File: src/pei_pkg.sv
// Purpose: Shared constants and carrier types for the port edge detect block
// Assumes: APB slave with 32-bit data, one aligned word per register
// Notes: Six port pins, registers eight bits wide in the low byte
package pei_pkg;

  // ****************************************
  // Sizes
  // ****************************************
  localparam int PEI_PINS = 6;
  localparam int PEI_REG_W = 8;
  localparam int PEI_ADDR_W = 8;

  // ****************************************
  // Register offsets (byte addresses)
  // ****************************************
  localparam logic [7:0] PEI_OFS_THRESH = 8'h00;
  localparam logic [7:0] PEI_OFS_RISE = 8'h04;
  localparam logic [7:0] PEI_OFS_FALL = 8'h08;
  localparam logic [7:0] PEI_OFS_FLAGS = 8'h0C;
  localparam logic [7:0] PEI_OFS_CTRL = 8'h10;
  localparam logic [7:0] PEI_OFS_PINS = 8'h14;

  // ****************************************
  // Field positions and reset values
  // ****************************************
  localparam int PEI_CTRL_MASTER_BIT = 0;
  localparam int PEI_CTRL_SUMMARY_BIT = 1;
  localparam logic [5:0] PEI_PIN_RESET = 6'h00;
  localparam logic [31:0] PEI_RDATA_ZERO = 32'h0000_0000;

  // ****************************************
  // Carriers
  // ****************************************
  typedef struct packed {
    logic psel;
    logic penable;
    logic pwrite;
    logic [PEI_ADDR_W-1:0] paddr;
    logic [31:0] pwdata;
  } pei_apb_req_t;

  typedef struct packed {
    logic pready;
    logic pslverr;
    logic [31:0] prdata;
  } pei_apb_rsp_t;

  typedef enum logic [0:0] {
    PEI_IDLE,
    PEI_ACCESS
  } pei_bus_state_t;

endpackage : pei_pkg

File: src/pei_pin_sync.sv
// Purpose: Two-stage synchroniser plus previous-sample edge detection per pin
// Assumes: Pin already passed through the selected input buffer
// Notes: First stage is read only by the second stage
`timescale 1ns/100ps
module pei_pin_sync (
  input wire logic sys_clk,
  input wire logic nrst,
  input wire logic pinIn,
  output logic pinLevel,
  output logic rise,
  output logic fall
);

  typedef struct packed {
    logic meta;
    logic level;
    logic prev;
  } pei_sync_state_t;

  pei_sync_state_t state;
  pei_sync_state_t next_state;

  always_comb begin
    next_state.meta = pinIn;
    next_state.level = state.meta;
    next_state.prev = state.level;
    if (!nrst) begin
      next_state = '0;
    end
  end

  always_ff @(posedge sys_clk) begin
    state <= next_state;
  end

  assign pinLevel = state.level;
  assign rise = state.level & ~state.prev;
  assign fall = ~state.level & state.prev;

endmodule : pei_pin_sync

File: src/pei_buf_select.sv
// Purpose: Picks Schmitt or TTL buffer output per pin
// Assumes: Both analog buffer outputs arrive as digital levels
// Notes: Pure combinational mux
`timescale 1ns/100ps
module pei_buf_select (
  input wire logic [5:0] schmittIn,
  input wire logic [5:0] ttlIn,
  input wire logic [5:0] thresholdSel,
  output logic [5:0] selected
);

  assign selected = (thresholdSel & schmittIn) | (~thresholdSel & ttlIn);

endmodule : pei_buf_select

File: src/pei_port_edge.sv
// Purpose: Per-pin rising/falling edge detection with flags and wake request
// Assumes: Pin inputs synchronous to sys_clk domain after internal sync
// Notes: Registers reached over APB, zero wait state
//
// Function
// - Threshold bit one selects Schmitt buffer, zero selects TTL buffer.
// - Threshold bits zero to five map to pins zero to five.
// - Bits seven and six of the four registers read zero, ignore writes.
// - Each pin has separate rising and falling detectors with own enables.
// - Both enables set flag edges of either polarity.
// - Flag sets on enabled rising edge or enabled falling edge.
// - Pin with both enables clear never sets its flag.
// - Detection and flags continue with master enable clear; only interrupt and wake requests suppressed.
// - Interrupt request raised when a flag is set and master enable is one.
// - Summary flag is OR of all pin flags.
// - Software clears flags with zeros; a simultaneous enabled edge wins.
// - Enabled edge wakes device from sleep when master enable set.
// - Edge during sleep updates flags before first instruction after wake.
// - All four registers reset to zero on every reset.
`timescale 1ns/100ps
module pei_port_edge (
  input wire logic sys_clk,
  input wire logic nrst,
  input wire logic [7:0] paddr,
  input wire logic psel,
  input wire logic penable,
  input wire logic pwrite,
  input wire logic [31:0] pwdata,
  input wire logic [3:0] pstrb,
  output logic [31:0] prdata,
  output logic pready,
  output logic pslverr,
  input wire logic [5:0] portPinSchmitt,
  input wire logic [5:0] portPinTtl,
  output logic [5:0] portPinLevel,
  output logic changeIrqRequest,
  output logic wakeRequest,
  output logic changeIrqSummaryFlag
);

  // ****************************************
  // State
  // ****************************************
  typedef struct packed {
    logic [5:0] inputThresholdSelect;
    logic [5:0] risingEdgeEnable;
    logic [5:0] fallingEdgeEnable;
    logic [5:0] pinChangeFlags;
    logic changeIrqMasterEnable;
    logic [31:0] rdata;
    logic slvErr;
  } pei_state_t;

  pei_state_t state;
  pei_state_t next_state;

  logic [5:0] selectedPins;
  logic [5:0] riseEdge;
  logic [5:0] fallEdge;
  logic [5:0] enabledEdge;
  logic setupPhase;
  logic wrLow;
  logic knownAddr;

  // ****************************************
  // Input buffer selection and edge detect
  // ****************************************
  pei_buf_select u_buf_select (
    .schmittIn(portPinSchmitt),
    .ttlIn(portPinTtl),
    .thresholdSel(state.inputThresholdSelect),
    .selected(selectedPins)
  );

  genvar gi;
  generate
    for (gi = 0; gi < pei_pkg::PEI_PINS; gi++) begin : g_pin
      pei_pin_sync u_sync (
        .sys_clk(sys_clk),
        .nrst(nrst),
        .pinIn(selectedPins[gi]),
        .pinLevel(portPinLevel[gi]),
        .rise(riseEdge[gi]),
        .fall(fallEdge[gi])
      );
    end
  endgenerate

  // Independent detectors; both enables give either polarity
  assign enabledEdge = (riseEdge & state.risingEdgeEnable) | (fallEdge & state.fallingEdgeEnable);

  // ****************************************
  // Bus decode
  // ****************************************
  // Read data is captured in setup so the access phase ends at once
  assign setupPhase = psel & ~penable;
  assign wrLow = psel & penable & pwrite & pstrb[0];
  always_comb begin
    case (paddr)
      pei_pkg::PEI_OFS_THRESH,
      pei_pkg::PEI_OFS_RISE,
      pei_pkg::PEI_OFS_FALL,
      pei_pkg::PEI_OFS_FLAGS,
      pei_pkg::PEI_OFS_CTRL,
      pei_pkg::PEI_OFS_PINS: knownAddr = 1'b1;
      default: knownAddr = 1'b0;
    endcase
  end

  // ****************************************
  // Next state
  // ****************************************
  always_comb begin
    next_state = state;
    next_state.slvErr = 1'b0;
    if (setupPhase) begin
      next_state.slvErr = ~knownAddr;
      next_state.rdata = pei_pkg::PEI_RDATA_ZERO;
      case (paddr)
        pei_pkg::PEI_OFS_THRESH: next_state.rdata[5:0] = state.inputThresholdSelect;
        pei_pkg::PEI_OFS_RISE: next_state.rdata[5:0] = state.risingEdgeEnable;
        pei_pkg::PEI_OFS_FALL: next_state.rdata[5:0] = state.fallingEdgeEnable;
        pei_pkg::PEI_OFS_FLAGS: next_state.rdata[5:0] = state.pinChangeFlags;
        pei_pkg::PEI_OFS_CTRL: begin
          next_state.rdata[pei_pkg::PEI_CTRL_MASTER_BIT] = state.changeIrqMasterEnable;
          next_state.rdata[pei_pkg::PEI_CTRL_SUMMARY_BIT] = |state.pinChangeFlags;
        end
        pei_pkg::PEI_OFS_PINS: next_state.rdata[5:0] = portPinLevel;
        default: next_state.rdata = pei_pkg::PEI_RDATA_ZERO;
      endcase
    end
    if (wrLow) begin
      // Upper bits dropped, so unimplemented bits stay zero
      case (paddr)
        pei_pkg::PEI_OFS_THRESH: next_state.inputThresholdSelect = pwdata[5:0];
        pei_pkg::PEI_OFS_RISE: next_state.risingEdgeEnable = pwdata[5:0];
        pei_pkg::PEI_OFS_FALL: next_state.fallingEdgeEnable = pwdata[5:0];
        pei_pkg::PEI_OFS_FLAGS: next_state.pinChangeFlags = pwdata[5:0];
        pei_pkg::PEI_OFS_CTRL: next_state.changeIrqMasterEnable = pwdata[pei_pkg::PEI_CTRL_MASTER_BIT];
        default: next_state.slvErr = 1'b0;
      endcase
    end
    // Hardware set wins over a clearing write; runs regardless of master enable
    next_state.pinChangeFlags = next_state.pinChangeFlags | enabledEdge;
    if (!nrst) begin
      next_state.inputThresholdSelect = pei_pkg::PEI_PIN_RESET;
      next_state.risingEdgeEnable = pei_pkg::PEI_PIN_RESET;
      next_state.fallingEdgeEnable = pei_pkg::PEI_PIN_RESET;
      next_state.pinChangeFlags = pei_pkg::PEI_PIN_RESET;
      next_state.changeIrqMasterEnable = 1'b0;
      next_state.rdata = pei_pkg::PEI_RDATA_ZERO;
      next_state.slvErr = 1'b0;
    end
  end

  always_ff @(posedge sys_clk) begin
    state <= next_state;
  end

  // ****************************************
  // Outputs
  // ****************************************
  assign pready = 1'b1;
  assign prdata = state.rdata;
  assign pslverr = state.slvErr & psel & penable;
  assign changeIrqSummaryFlag = |state.pinChangeFlags;
  // Level request: held while any flag stands and master enable is on
  assign changeIrqRequest = changeIrqSummaryFlag & state.changeIrqMasterEnable;
  // Wake uses the same level; flags are already set when the core resumes
  assign wakeRequest = changeIrqSummaryFlag & state.changeIrqMasterEnable;

endmodule : pei_port_edge

File: config.mk
export PLATFORM = sky130hd
export DESIGN_NAME = pei_port_edge
export DESIGN_NICKNAME = d
export VERILOG_FILES = /design/src/pei_pkg.sv /design/src/pei_pin_sync.sv /design/src/pei_buf_select.sv /design/src/pei_port_edge.sv
export SDC_FILE = /design/constraint.sdc
export NUM_CORES = 1
export LEC_CHECK = 0
export BUFFER_PORTS_ARGS = -buffer_cell sky130_fd_sc_hd__buf_2
export CORE_MARGIN = 2
export CORE_UTILIZATION = 48
export CTS_BUF_LIST = sky130_fd_sc_hd__clkbuf_8 sky130_fd_sc_hd__clkbuf_16
export DETAILED_ROUTE_END_ITERATION = 10
export GPL_TIMING_DRIVEN = 1
export PLACE_DENSITY = 0.8
export RECOVER_POWER = 25
export SYNTH_ARGS = -nofsm -noshare
export SYNTH_HDL_FRONTEND = slang
export SYNTH_HIERARCHICAL = 1
export SYNTH_SLANG_ARGS = --single-unit
File: constraint.sdc
create_clock -name sys_clk -period 2.3 [get_ports sys_clk]
set_input_delay 0 -clock sys_clk [delete_from_list [all_inputs] [get_ports sys_clk]]
set_output_delay 0 -clock sys_clk [all_outputs]
set_load 0.1 [all_outputs]
# Word-level counts from Yosys, hierarchy flattened
# Cells that the tools add are included.
# W data, S select, Z words.
# classes
eq_ne	5
n_mux	9
bitwise	41
n_reduce_logical	8
# ops
cell	count
$and A6 B6 Y6	4
$pmux W4 S5	1
$and A1 B1 Y1	19
$or A6 B6 Y6	3
$eq A8 B4 Y1 const B	2
$eq A8 B5 Y1 const B	2
$not A1 Y1	14
$pmux W2 S6	1
$reduce_or A6 Y1	2
$eq A8 B3 Y1 const B	1
$logic_not A8 Y1	1
$reduce_and A2 Y1	4
$mux W7	1
$mux W6	1
$not A6 Y6	1
$mux W1	5
$reduce_or A5 Y1	1
# totals
register_bits	50
in_bits	61
wordCells	88

# Longest topological paths before layout
# Gate-level depths: netlist of run 1.
# depth
word_depth	7
depth_mapped	6

# By module
# The synthesis of run 1 kept the hierarchy.
# modules_own_cells
mod	n_inst	cells_each	area_each_um2	seq_area_each_um2
pei_port_edge	1	206	1868.0	640.6
pei_pin_sync	6	8	91.3	60.1
pei_buf_select	1	6	90.1	0.0

# Least setup slack after synthesis of run 1
# OpenSTA, ideal clock, no wires.
# synth_path
kind	register -> output
startpoint	register state[34] (netlist bit)
endpoint	output wakeRequest
arrival_time_ns	2.412
setup_slack_ns	-0.112
path_stages_with_launch	5
path_buffers	1
cell_sequence	dfxtp_1 nor4_1 nand2_1 and2_1 buf_4
# synth_via
elab_chain_cells	2
# synth_lines
element	line_no	rtl
start, declared	pei_port_edge.sv:54	pei_state_t state;
start signal, assigned	pei_port_edge.sv:157	state <= next_state;
$reduce_or A6 Y1	pei_port_edge.sv:166	assign changeIrqSummaryFlag = |state.pinChangeFlags;
net changeIrqSummaryFlag	pei_port_edge.sv:38	output logic changeIrqSummaryFlag
$and A1 B1 Y1	--	
end, declared	pei_port_edge.sv:37	output logic wakeRequest,
# The timed path passes the listed nets, and every way through them passes these cells.

# Worst setup path after layout of run 1
# layout_path
startpoint	register state[34] (netlist bit)
endpoint	output changeIrqRequest
# layout_via
elab_chain_cells	2
# layout_lines
element	line_no	rtl
$reduce_or A6 Y1	pei_port_edge.sv:166	
$and A1 B1 Y1	pei_port_edge.sv:168	assign changeIrqRequest = changeIrqSummaryFlag & state.changeIrqMasterEnable;
end, declared	pei_port_edge.sv:36	output logic changeIrqRequest,
# No other way between the ends.

==> results, run 1 <==
- The share of the cycle needed by the critical path after routing is 74.47%.
- Power spread over the standard cell area amounts to between 600 and 700 nW/um2.
- The worst setup path is launched from a flop.
- The maximum achievable frequency is roughly 0.6 GHz.
- The initial cell density of the core is 49.38%.
- The count of clock tree sinks is 50.
- Net switching is 33.42% of the power.
- The final layout contains routed wiring with a total length of 4898 um.
- Traced cell by cell, the critical path runs through nor4_1 > nand2_1 > and2_2 > buf_2.
- The library cell used most frequently in the layout, excluding fill and tap cells, is sky130_fd_sc_hd__dfxtp_1.
- For the worst setup path, the data required time is 2.30 ns.
- The global-route usage over all layers is 16.75%.
- The maximum cell stage delay along the critical path is 0.42 ns.
- The worst slack after detailed placement is ~0.43 ns.
- The count of different cell masters after synthesis is 35.
- The global route total overflow is 0.
- The max capacitance violation total is 0.
- By area, the combinational part of the netlist is dominated by simple AND/OR/NAND/NOR gates.
- Following the worst setup path forward leads to its endpoint at changeIrqRequest.
- The post-route DRC violation count is 0.
- The run finished, with violations left.
- The library cells used most frequently in the layout, excluding fill and tap cells, are sky130_fd_sc_hd__dfxtp_1 (50), sky130_fd_sc_hd__buf_2 (46), sky130_fd_sc_hd__mux2i_1 (35).
- At the worst endpoint, the arrival time is 1.71 ns.
- Hold timing on the final database bottoms out at a slack of -0.007154 ns.
- The shortest clock period the worst path allows after layout is about 1.7 ns.
- Once detail routing completed, the nets flagged for antenna violations numbered 0.
- The number of standard-cell rows in the floorplan is 26.
- After clock tree synthesis, the clock-pin slew on the worst setup and hold paths is 0.09 ns.
- In this run the post-CTS setup repair buffer count came out at 0.
- The source of the worst register-to-register timing path is state[34].
- The worst setup path is captured at a primary output.
- The synthesized flop and latch total is 50.
- The clock power share is about 33%.
- Per report_power, the combinational group accounts for slightly above 20% of the total.
- Entering global routing, the biggest net connects 26 pins.
- The share of synthesized registers carrying an async set or reset is 0%.
- Setup repair after global routing left no endpoint under its margin.
- The number of hold buffers added after CTS is 5.
- Tracing the worst setup path back leads to its startpoint at state[34].
- After Yosys synthesis, and, or, nand and nor cells account for 19.17% of the synthesized area.
- The via count of the first global-routing pass came to 1665.
- In this run the vertical extent of the chip is 76.26 um.
- The synthesized netlist devotes 0% of its cell area to adder and majority cells.
- In the final timing run, aggregate negative setup slack is 0 ns.
- The most used flip-flop cell after synthesis is sky130_fd_sc_hd__dfxtp_1.
- VDD sags by at most 373.7 uV.
- The mux cell area share after synthesis is roughly 18%.
- The net switching component of the power is 0.6355 mW.
- The number of detailed-routing iterations run before antenna repair is 4.
- For this design the static power due to leakage is 1.211 nW.
- Routability-driven placement finished with a final weighted congestion of 0.7963.
- For this run, the number of Yosys warnings is 6.
- TritonCTS built the clock tree.
- The average routed wire per standard cell is about 13 um.
- The number of CTS-inserted buffers is 5.
- The detailed-route vias per instance is 5.024.
- Summing the areas of all compound-gate instances in the mapped netlist gives approximately 9% of the synthesized area.
- Sequential cells were found to cover 39.94% of the synthesized design area.
- In this run the deepest clock path goes through 2 buffers.
- The count of final setup violators is 0.
- The final critical-path setup slack is 0.5872 ns.
- The final-report hold violation count came to 2.
- In this run the critical register-to-register path is captured at prdata[1].
- The count of mapped cells out of synthesis is 260.
- After floorplanning, the core was sized to cover 5075 um2.
- The fraction of layout instances using a drive strength above 1 is 22.30%.
- The share of the synthesized netlist area taken by xor and xnor gates is 0%.
- The total half-perimeter wirelength after legalization and detailed placement is about 3500 um.
- The floorplan step set the die width to around 76 um.
- At the pin with the least slew margin, the transition time is 0.7373 ns.
- The count of final max-slew check failures is 0.
- Pin placement for this block handled 104 I/O pins.
- After the first detailed-routing iteration, the DRC count stood at 82.
- The floorplan step defined a die boundary enclosing 5815 um2.
- In this run the mean area of a mapped cell was 9.639 um2.
- For this block, the via count after detailed routing is around 1900.
- The number of antenna violations at the first check in global routing is 0.
- After the last flow step, the layout net total stands at 365.
- The number of cells on the worst reg-to-reg path is 4.
- Measured against its own limit, the worst slew margin works out to 50.75%.
- Clock tree synthesis selected as its root buffer the cell sky130_fd_sc_hd__clkbuf_8.
- The number of antenna diodes is 0.
- The number of instances resized during post-cts repair is 0.
- For the worst-skew pair, the clock arrives at the later sink with an insertion delay of 0.31 ns.
- The synthesized design contains 0 enable-type register cells.
- The master of the slowest instance on the critical path is sky130_fd_sc_hd__nor4_1.
- The finished cells cover 2798 um2.
- The checks that failed: negative hold slack.
- Sequential cells account for 46.9% of the total power.
- The critical setup path kind is flop to primary output.
- The path class of the tightest hold or removal check is input pin to flop.
- The first global-routing pass estimated 7831 um of wire.
- The cell area reported after detailed placement is 2646 um2.
- The design internal power is 1.266 mW.
- The post-synthesis instance area is 2506 um2.
- During placement, the flow inserted port buffers numbering 47.
- Across the routed clock network, the largest skew measured is roughly 0.0084 ns.
- Of all nets on the critical path, the largest fanout is 3.
- The H-tree generated during clock tree synthesis spans 2 levels.
- The register-to-register path setup slack is 0.98 ns.
- The post-synthesis to final-layout area growth is 11.63%.
layer usage:
| layer | share of wire (%) | track usage, % |
|---|---|---|
| met1 | 47 | 23.03 |
| met2 | 45 | 25.93 |
| met3 | 6.7 | 3.791 |
| met4 | 1.4 | 5.818 |
| met5 | 0 | 0 |
synthesized netlist by cell type (2+ instances only):
| master | count | area share, % |
|---|---|---|
| sky130_fd_sc_hd__clkbuf_1 | 8 | 1.2 |
| sky130_fd_sc_hd__a31oi_1 | 2 | 0.50 |
| sky130_fd_sc_hd__buf_6 | 2 | 0.90 |
| sky130_fd_sc_hd__conb_1 | 2 | 0.30 |
| sky130_fd_sc_hd__inv_1 | 3 | 0.45 |
| sky130_fd_sc_hd__mux2_4 | 6 | 3.6 |
| sky130_fd_sc_hd__nor3_1 | 7 | 1.4 |
| sky130_fd_sc_hd__mux2i_1 | 35 | 14 |
| sky130_fd_sc_hd__buf_4 | 34 | 10 |
| sky130_fd_sc_hd__and2_1 | 19 | 4.7 |
| sky130_fd_sc_hd__nand4_1 | 2 | 0.50 |
| sky130_fd_sc_hd__o21ai_0 | 5 | 1.0 |
| sky130_fd_sc_hd__dfxtp_1 | 50 | 40 |
| sky130_fd_sc_hd__or4_4 | 2 | 0.90 |
| sky130_fd_sc_hd__o2bb2ai_1 | 4 | 1.4 |
| sky130_fd_sc_hd__a21oi_1 | 18 | 3.6 |
| sky130_fd_sc_hd__a22oi_1 | 6 | 1.8 |
| sky130_fd_sc_hd__nor2_1 | 22 | 3.3 |
| sky130_fd_sc_hd__nor2b_1 | 13 | 3.2 |
| sky130_fd_sc_hd__nor3_4 | 2 | 1.3 |
| sky130_fd_sc_hd__nor4_1 | 2 | 0.50 |
| sky130_fd_sc_hd__nand2_1 | 3 | 0.45 |
worst min-delay path by stage:
stage	start	endpoint	slack, ns	cells after the start
finish	portPinTtl[0]	g_pin[0].u_sync/state[2]	-0.007	3
global route	portPinTtl[0]	g_pin[0].u_sync/state[2]	0.007	3
CTS	portPinTtl[0]	g_pin[0].u_sync/state[2]	0.003	3
detailed placement	pwdata[4]	state[56]	0.29	3
global placement	pwdata[4]	state[44]	0.29	3
floorplan	nrst	state[0]	0.12	2
layout make-up:
type / instances / area (um2)
multi-input cells: 187 / 1266
flip-flops and latches: 50 / 1001
well taps: 70 / 87.58
fillers: 468 / 2277
inverters: 4 / 15.01
clock inverters: 3 / 45.04
repair buffers: 56 / 314.1
clock buffers: 5 / 68.82
cells by family (layout without fill, tap and decap cells):
| kind of cell | count (synthesis) | after routing |
|---|---|---|
| AOI/OAI and AO/OA | 38 | 38 |
| buffers and inverters | 48 | 68 |
| DFF | 50 | 50 |
| muxes | 42 | 42 |
| other | 2 | 27 |
| and+or+nand+nor | 80 | 80 |
worst max-delay path: cells and delay by family, from the launching register on:
kind,cells,cell delay [ns]
DFF,1,0.35
and+or+nand+nor,3,0.76
buffers and inverters,1,0.29
power groups by stage:
stage | Sequential (mW) | Clock, mW | Combinational (mW)
3_5_place_dp | 0.912 | 0 | 0.380
6_report | 0.892 | 0.625 | 0.385
4_1_cts | 0.892 | 0.632 | 0.387
2_1_floorplan | 0.941 | 0 | 0.333
5_1_grt | 0.895 | 0.668 | 0.399
3_3_place_gp | 0.912 | 0 | 0.377
stage by stage:
| step | instances | utilization [%] | power [mW] |
|---|---|---|---|
| floorplan | 285 | - | 1.274 |
| global placement | 362 | 52.14 | 1.289 |
| detailed placement | 362 | 52.14 | 1.292 |
| CTS | 375 | 55.37 | 1.911 |
| global route | 375 | 55.13 | 1.962 |
| finish | 375 | 55.13 | 1.902 |
state kept, by name, summed over array words and instances (netlist names):
register,flops
state,26
g_pin.u_sync/pinLevel,6
g_pin.u_sync/state,12
prdata,6
No activity file was read; power rests on OpenSTA's default activity.
==> inputs of run 2 (changes only) <==
Clock period 2.3 ns to 1.78 ns, I/O delays scaled along.
==> run 2 against run 1 <==
Compared with the run above: the flow now finishes without violations; routed wire length grew 10%; critical path type unchanged; cell count grew 3.2%; die area stayed put; hold slack improved by 0.023 ns; utilization up 2.4 points; critical endpoint is now wakeRequest; via count is 6.1% higher.
==> results, run 2 (synthesized netlist as in run 1, its figures left out) <==
- The total number of vias is ~2000.
- Counting cells, the worst reg-to-reg path comes to 4.
- The via count of the first global-routing pass is 1870.
- The largest net degree at the start of global routing is 26.
- The run finished with clean final reports.
- The number of detailed-routing iterations run before antenna repair is 4.
- In the layout the commonest cells are sky130_fd_sc_hd__dfxtp_1 (50), sky130_fd_sc_hd__buf_2 (47), sky130_fd_sc_hd__mux2i_1 (35).
- After detailed routing, the average wire length per cell comes to 13.96 um.
- The static leakage is roughly 1.3 nW.
- Counting instances, the worst hold path has a depth of 3.
- After clock tree synthesis, the clock-pin slew on the worst setup and hold paths is ~0.090 ns.
- Dividing the detail-routed via count by the number of cells gives 5.165.
- The detail route stage leaves a number of antenna-violating nets equal to 0.
- The post-route netlist has 26.18% of its cells at a drive strength greater than 1.
- Counting every sink on the clock net gives 50.
- The post-CTS repair timing setup buffer count is 0.
- The total I/O pin count is 104.
- The master of the slowest instance on the critical path is sky130_fd_sc_hd__nor4_2.
- STA classifies the critical path startpoint as a flop.
- The register with the most flip-flops in the layout has 26 of them.
- The count of cell instances traversed by the critical path is 4.
- The first-pass GRT wire length is 8976 um.
- The final-report hold violation count is 0.
- Measured against its own limit, the worst slew margin works out to 46.49%.
- The leading cell type in the layout, fill and taps excluded is sky130_fd_sc_hd__dfxtp_1.
- The clock latency of the later-clocked register in the worst-skew pair is about 0.3 ns.
- For the pin with the worst max-slew slack, the measured transition is 0.8026 ns.
- The H-tree depth is 2.
- The die boundary height is between 70 and 80 um.
- The largest single stage delay on the critical path is 0.37 ns.
- During placement, the flow inserted port buffers numbering 47.
- The total die area is 5815 um2.
- The critical setup path kind is flop to primary output.
- Power spread over the standard cell area amounts to 839.5 nW/um2.
- The clock arrives with 0.007621 ns of skew.
- The global-route usage over all layers is 19.27%.
- The global route total overflow is 0.
- After the flow finishes, the layout carries non-filler instances totaling 387.
- The worst-case IR drop observed on VDD is 536.9 uV.
- The required time at the endpoint of the critical path is 1.78 ns.
- The clock tree from TritonCTS is built.
- The die extent in x is 76.26 um.
- Together, buffers and inverters on the worst path number 1.
- The filler cell count in the final layout is 459.
- The final layout contains routed wiring with a total length of 5404 um.
- The number of nets in the layout is 377.
- The initial cell density of the core is between 40% and 50%.
- The critical path goes through nor4_2 > nand2_2 > and2_4 > buf_2.
- The floorplan has 26 rows.
- The class of the tightest hold or removal check is input pin to flop.
- The number of antenna violations at the first check in global routing is 0.
- state holds more flip-flops than any other register.
- STA puts the critical path data arrival time at 1.55 ns.
- The repair_antennas step left the layout with diodes totalling 0.
- The cell sitting at the root of the clock tree is a sky130_fd_sc_hd__clkbuf_8.
- For this run, design rule violations remaining after detail routing come to 0.
- The number of CTS-inserted buffers is 5.
- The final weighted congestion in routability-driven placement is about 0.86.
- Max-cap violations in this run came to 0.
- The shortest clock period the worst path allows after layout is ~1.6 ns.
- Broken down by cell family, the worst path's largest delay share belongs to simple AND/OR/NAND/NOR gates.
- For this run, the top clock speed supported by timing is 0.6449 GHz.
- The type of element capturing the critical path is a primary output.
- Relative to the synthesized area, the layout overhead comes to 16.43%.
- The count of final max-slew check failures came to 0.
- The largest registers in the layout are state x26, g_pin.u_sync/state x12.
- The total half-perimeter wirelength after legalization and detailed placement is 3850 um.
- The count of final setup violators is 0.
- The share of the cycle needed by the critical path after routing is 87.11%.
- After detailed placement, the design holds a cell count of 373.
- The maximum number of buffers from clock root to sink is 2.
- Setup repair after global routing left no endpoint under its margin.
- The sum of negative setup slack is 0 ns.
- The maximum fanout along the worst path is 3.
- The core region is 5075 um2.
- In this run, the number of DRC markers left after iteration 0 of detailed routing was ~110.
[run 2: path summary, 6_finish.rpt]
kind	to	slack (ns)	startpoint
hold / removal	state[54]	0.02	pwdata[2]
setup / recovery	wakeRequest	0.23	state[34]
setup reg to reg	prdata[1]	0.52	state[34]
hold reg to reg	g_pin[3].u_sync/pinLevel	0.44	g_pin[3].u_sync/state[2]
[run 2: cell type report]
type                       instances  area [um2]  area share (%)
inverter                           4       15.01          0.5146
clock inverter                     3       41.29           1.415
multi-input combinational        187        1287           44.13
sequential                        50        1001           34.31
clock buffer                       5       68.82           2.358
tap                               70       87.58           3.002
timing repair buffer              68       416.7           14.28
[run 2: layer usage]
metal	wire length [um]	share of wire, %	track usage, %	vias up
li1	-	-	-	955
met4	35	0.65	5.091	0
met3	409	7.6	5.332	6
met5	0	0	0	-
met1	2260	42	23.45	949
met2	2700	50	33.54	89
[run 2: per-stage QoR]
stage               utilization (%)  hold WS (ns)  cell area, um2  setup slack, ns  power (mW)
floorplan                         -        0.1162            2605          0.02216       1.647
global placement              54.09        0.2889            2745           0.1689       1.678
detailed placement            54.09        0.2945            2745           0.1602       1.682
CTS                           57.45       0.01211            2915           0.1142       2.465
global route                  57.50      0.007800            2918          0.08339       2.546
finish                        57.50       0.01574            2918           0.2295       2.450
[run 2: worst min-delay path, cell delays in order]
cell and delay, ns:
sky130_fd_sc_hd__buf_2 0.12, sky130_fd_sc_hd__mux2i_1 0.08, sky130_fd_sc_hd__nor2_1 0.08
[run 2: repair_timing]
item,4_1_cts,5_1_grt
resized for setup,0,1
setup endpoints to repair,0,2
hold buffers,6,0
hold endpoints to repair,11,0
[run 2: where the power goes]
group	total (mW)	internal [mW]	switching (mW)
logic	0.515	0.0892	0.426
clock network	0.781	0.414	0.368
registers	1.15	1.14	0.0116
==> inputs of run 3 (changes only) <==
Settings changed: CORE_UTILIZATION 48 to 49, CTS_CLUSTER_DIAMETER set to 30, PLACE_DENSITY 0.8 to 0.81, SYNTH_HIERARCHICAL 1 to unset.
==> run 3 against run 2 <==
Compared with the run above: sequential share of layout area decreased by 0.71 points; clock power up 1%; synthesized area grew 4.3%; setup slack lost 0.090 ns; cell count grew 3.4%; highest routed layer unchanged; utilization is 0.47 points higher; clock skew grew 0.0013 ns; first-iteration DRC count grew 2.7%; die area rose by 2.1%; maximum frequency fell by 5.5%.
==> results, run 3 <==
- The flow ran to the end, and the final reports show no timing, DRC or antenna violations.
- The most used flip-flop cell after synthesis is sky130_fd_sc_hd__dfxtp_1.
- Across the run, the number of max-cap violations was 0.
- The post-CTS clock slew at the launch and capture registers of the worst setup and hold paths is about 0.09 ns.
- Setup total negative slack on the finished layout was measured at 0 ns.
- The master of the slowest instance on the critical path is sky130_fd_sc_hd__nor4_1.
- Summed over all layers, the routed wires come to 5408 um.
- The global-route usage over all layers is 18.85%.
- For this design, the CTS-stage hold fixing added 13 buffers.
- In this run the core area contains 26 standard-cell rows.
- The worst vdd rail ir drop is 566.8 uV.
- The synthesized design devotes to its leading area cell type 38.30% of total area.
- The floorplan step set the die height to 77.04 um.
- The post-CTS repair timing setup buffer count is 0.
- In the final layout, the registers with the most flip-flops are state x26, g_pin.u_sync.state x12.
- The average routed wire per standard cell is 13.52 um.
- The clock net in this run drives a total of 50 sinks.
- Setup violations remaining at the end of the flow were counted as 0.
- The final-report hold violation count came to 0.
- Setup repair after global routing left no endpoint under its margin.
- The proportion of total power due to net switching is 33.38%.
- The worst-margin pin slew is 1.173 ns.
- The signal on the critical path passes through nor4_1 > nand2_2 > and2_4 > buf_2.
- The pre-antenna-repair detailed-routing pass consisted of 4 iterations.
- The clock reaches the later pin of the worst-skew pair after 0.31 ns.
- The share of synthesized area occupied by flip-flops and latches is roughly two fifths.
- The share of synthesized registers carrying an async set or reset is 0%.
- The register with the most flip-flops in the layout has 26 of them.
- The first-pass GRT wire length is 8838 um.
- The die extent in x is ~77 um.
- The shortest clock period the worst path allows after layout is 1.640 ns.
- After legalization and detailed placement, the total HPWL measured 3854 um.
- The filler-free cell count of the finished design is 400.
- The maximum cell stage delay along the critical path is about 0.4 ns.
- The total I/O pin count is 104.
- The synthesized design contains 0 enable-type register cells.
- For this design the ratio of total power to cell area is 833.7 nW/um2.
- The count of final max-slew check failures is 0.
- The design internal power is 1.655 mW.
- The detailed router's first-iteration violation count is 115.
- The most common cell in the synthesized netlist is sky130_fd_sc_hd__dfxtp_1.
- The share of total power dissipated in the clock network is 31.8%.
- The number of CTS-inserted buffers is 5.
- The count of different cell masters after synthesis is 36.
- The maximum number of buffers from clock root to sink is 2.
- The area inside the core boundary is between 5000 and 6000 um2.
- From synthesis to final layout, the design area changed by 13.98%.
- The via count of the first global-routing pass came to 1823.
- Derived from the worst setup path, the maximum achievable clock frequency is 0.6097 GHz.
- The count of mapped cells out of synthesis is between 200 and 300.
- The post-route worst hold slack is 0.002780 ns.
- The path class of the tightest hold or removal check is input pin to flop.
- The cell depth of the worst min-delay path is 3.
- The kind of cell adding the most delay to the critical path is simple AND/OR/NAND/NOR gates.
- The synthesized area per cell is 9.402 um2.
- The number of antenna violations at the first check in global routing was 0.
- The cell area reported after detailed placement is 2753 um2.
- The post-synthesis instance area is 2614 um2.
- The repair_antennas step left the layout with diodes totalling 0.
- The worst slack after detailed placement is between 0.02 and 0.03 ns.
- TritonCTS built the clock tree.
- The initial cell density of the core is 50.85%.
- Ranked by instance count, the synthesized netlist is headed by sky130_fd_sc_hd__dfxtp_1 (50), sky130_fd_sc_hd__buf_4 (42), sky130_fd_sc_hd__mux2i_1 (39).
- The post-route netlist has 22.73% of its cells at a drive strength greater than 1.
- The H-tree depth is 2.
- The total number of yosys warnings is 0.
- The fraction of power consumed by combinational cells is 21.7%.
- The number of cells on the worst reg-to-reg path is 3.
- The synthesized flop and latch total is 50.
- For this run the aggregate overflow at the end of global routing stands at 0.
- Summing over every cut layer, the via total after detailed routing is 1994.
- Counting flops per register, the top entry is state.
- The number of I/O port buffers is 47.
- The critical path crosses 4 cells after its start point.
- The type of element capturing the critical path is a primary output.
- The worst setup path is launched from a flop.
- The net switching component of the power is 0.8290 mW.
- The number of buffers and inverters on the critical path is 1.
- The relative max-transition margin is 22.16%.
- Sequential cells burn 46.5% of the power.
- CTS placed an instance of sky130_fd_sc_hd__clkbuf_8 at the clock tree root.
- The worst endpoint data arrival time is 1.64 ns.
- The final instance area is 2979 um2.
- The die covers 5934 um2.
- In the layout the commonest cells are sky130_fd_sc_hd__dfxtp_1 (50), sky130_fd_sc_hd__buf_2 (43), sky130_fd_sc_hd__mux2i_1 (39).
- The largest net degree at the start of global routing is 30.
- The clock arrives with 0.008909 ns of skew.
- The static leakage is between 1 and 1.5 nW.
- The critical setup path kind is flop to primary output.
- The worst path uses between 90 and 100% of the clock period.
- After synthesis, the cell types taking the most area are sky130_fd_sc_hd__dfxtp_1 (38%), sky130_fd_sc_hd__mux2i_1 (15%), sky130_fd_sc_hd__buf_4 (12%).
- The number of instances resized during post-cts repair is 0.
- The post-route DRC violation count is 0.
- The detailed-route vias per instance is 4.985.
- The leading cell type in the layout, fill and taps excluded is sky130_fd_sc_hd__dfxtp_1.
- After layout, the worst setup slack is roughly 0.14 ns.
- The required time at the endpoint of the critical path is 1.78 ns.
- The number of nets in the layout is 390.
- sky130_fd_sc_hd__dfxtp_1 takes more of the synthesized area than any other cell.
- The number of routed nets with antenna violations is 0.
- Including well taps, the total number of placed cells is ~380.
- The final weighted congestion in routability-driven placement is 0.8401.
- In this run the worst path has a maximum fanout of 3.
-- run 3: changes by cell type in the layout (fill, tap and decap cells not counted), moves of 6 or more --
cell,change
sky130_fd_sc_hd__nor2_1,-13
sky130_fd_sc_hd__nor2b_1,+12
sky130_fd_sc_hd__a21oi_1,-11
sky130_fd_sc_hd__nand2_1,+11
sky130_fd_sc_hd__dlygate4sd3_1,+7
sky130_fd_sc_hd__a21boi_1,+6
sky130_fd_sc_hd__mux2_4,-6
-- run 3: worst reg2reg max path, cell delays in order, from the launching register on --
cell and delay (ns):
sky130_fd_sc_hd__dfxtp_1 0.39, sky130_fd_sc_hd__mux2i_1 0.21, sky130_fd_sc_hd__dlygate4sd3_1 0.57, sky130_fd_sc_hd__nor2b_1 0.04
-- run 3: layer usage --
layer / wire length, um / GRT usage, % / vias to the layer above / part of all wire [%]
met1: 2268 / 22.98 / 928 / 42
li1: - / - / 987 / -
met3: 367 / 4.588 / 8 / 6.8
met2: 2686 / 32.46 / 71 / 50
met5: 0 / 0 / - / 0
met4: 86 / 6.429 / 0 / 1.6
-- run 3: logic make-up after synthesis --
group | share of synthesized area [%]
AND/OR/NAND/NOR | 20.01
other | 0.2873
flip-flops | 38.30
buffers and inverters | 15.84
multiplexers | 16.23
AO/OA/AOI/OAI | 9.334
-- run 3: area by class of cell --
class,count,area (um2)
Clock buffer,5,68.82
Clock inverter,3,40.04
Fill cell,451,2161
Inverter,7,26.28
Multi-Input combinational cell,191,1297
Sequential cell,50,1001
Tap cell,70,87.58
Timing Repair Buffer,74,457.9
-- run 3: worst paths after layout --
path | from | end | slack (ns)
worst max-delay path | state[34] | changeIrqRequest | 0.14
worst min-delay path | pwdata[1] | state[53] | 0.003
worst max register to register | state[52] | g_pin[0].u_sync.state[2] | 0.47
worst min register to register | g_pin[4].u_sync.state[2] | g_pin[4].u_sync.pinLevel | 0.44
-- run 3: metrics by stage --
| stage | utilization, % | power (mW) |
|---|---|---|
| 2_1_floorplan | - | 1.675 |
| 3_3_place_gp | 53.55 | 1.694 |
| 3_5_place_dp | 53.55 | 1.699 |
| 4_1_cts | 58.20 | 2.501 |
| 5_1_grt | 57.96 | 2.567 |
| 6_report | 57.96 | 2.484 |
-- run 3: power groups by stage --
stage	Clock [mW]	Combinational (mW)	Sequential, mW
2_1_floorplan	0	0.497	1.18
3_3_place_gp	0	0.513	1.18
3_5_place_dp	0	0.517	1.18
4_1_cts	0.806	0.539	1.16
5_1_grt	0.848	0.559	1.16
6_report	0.790	0.538	1.16
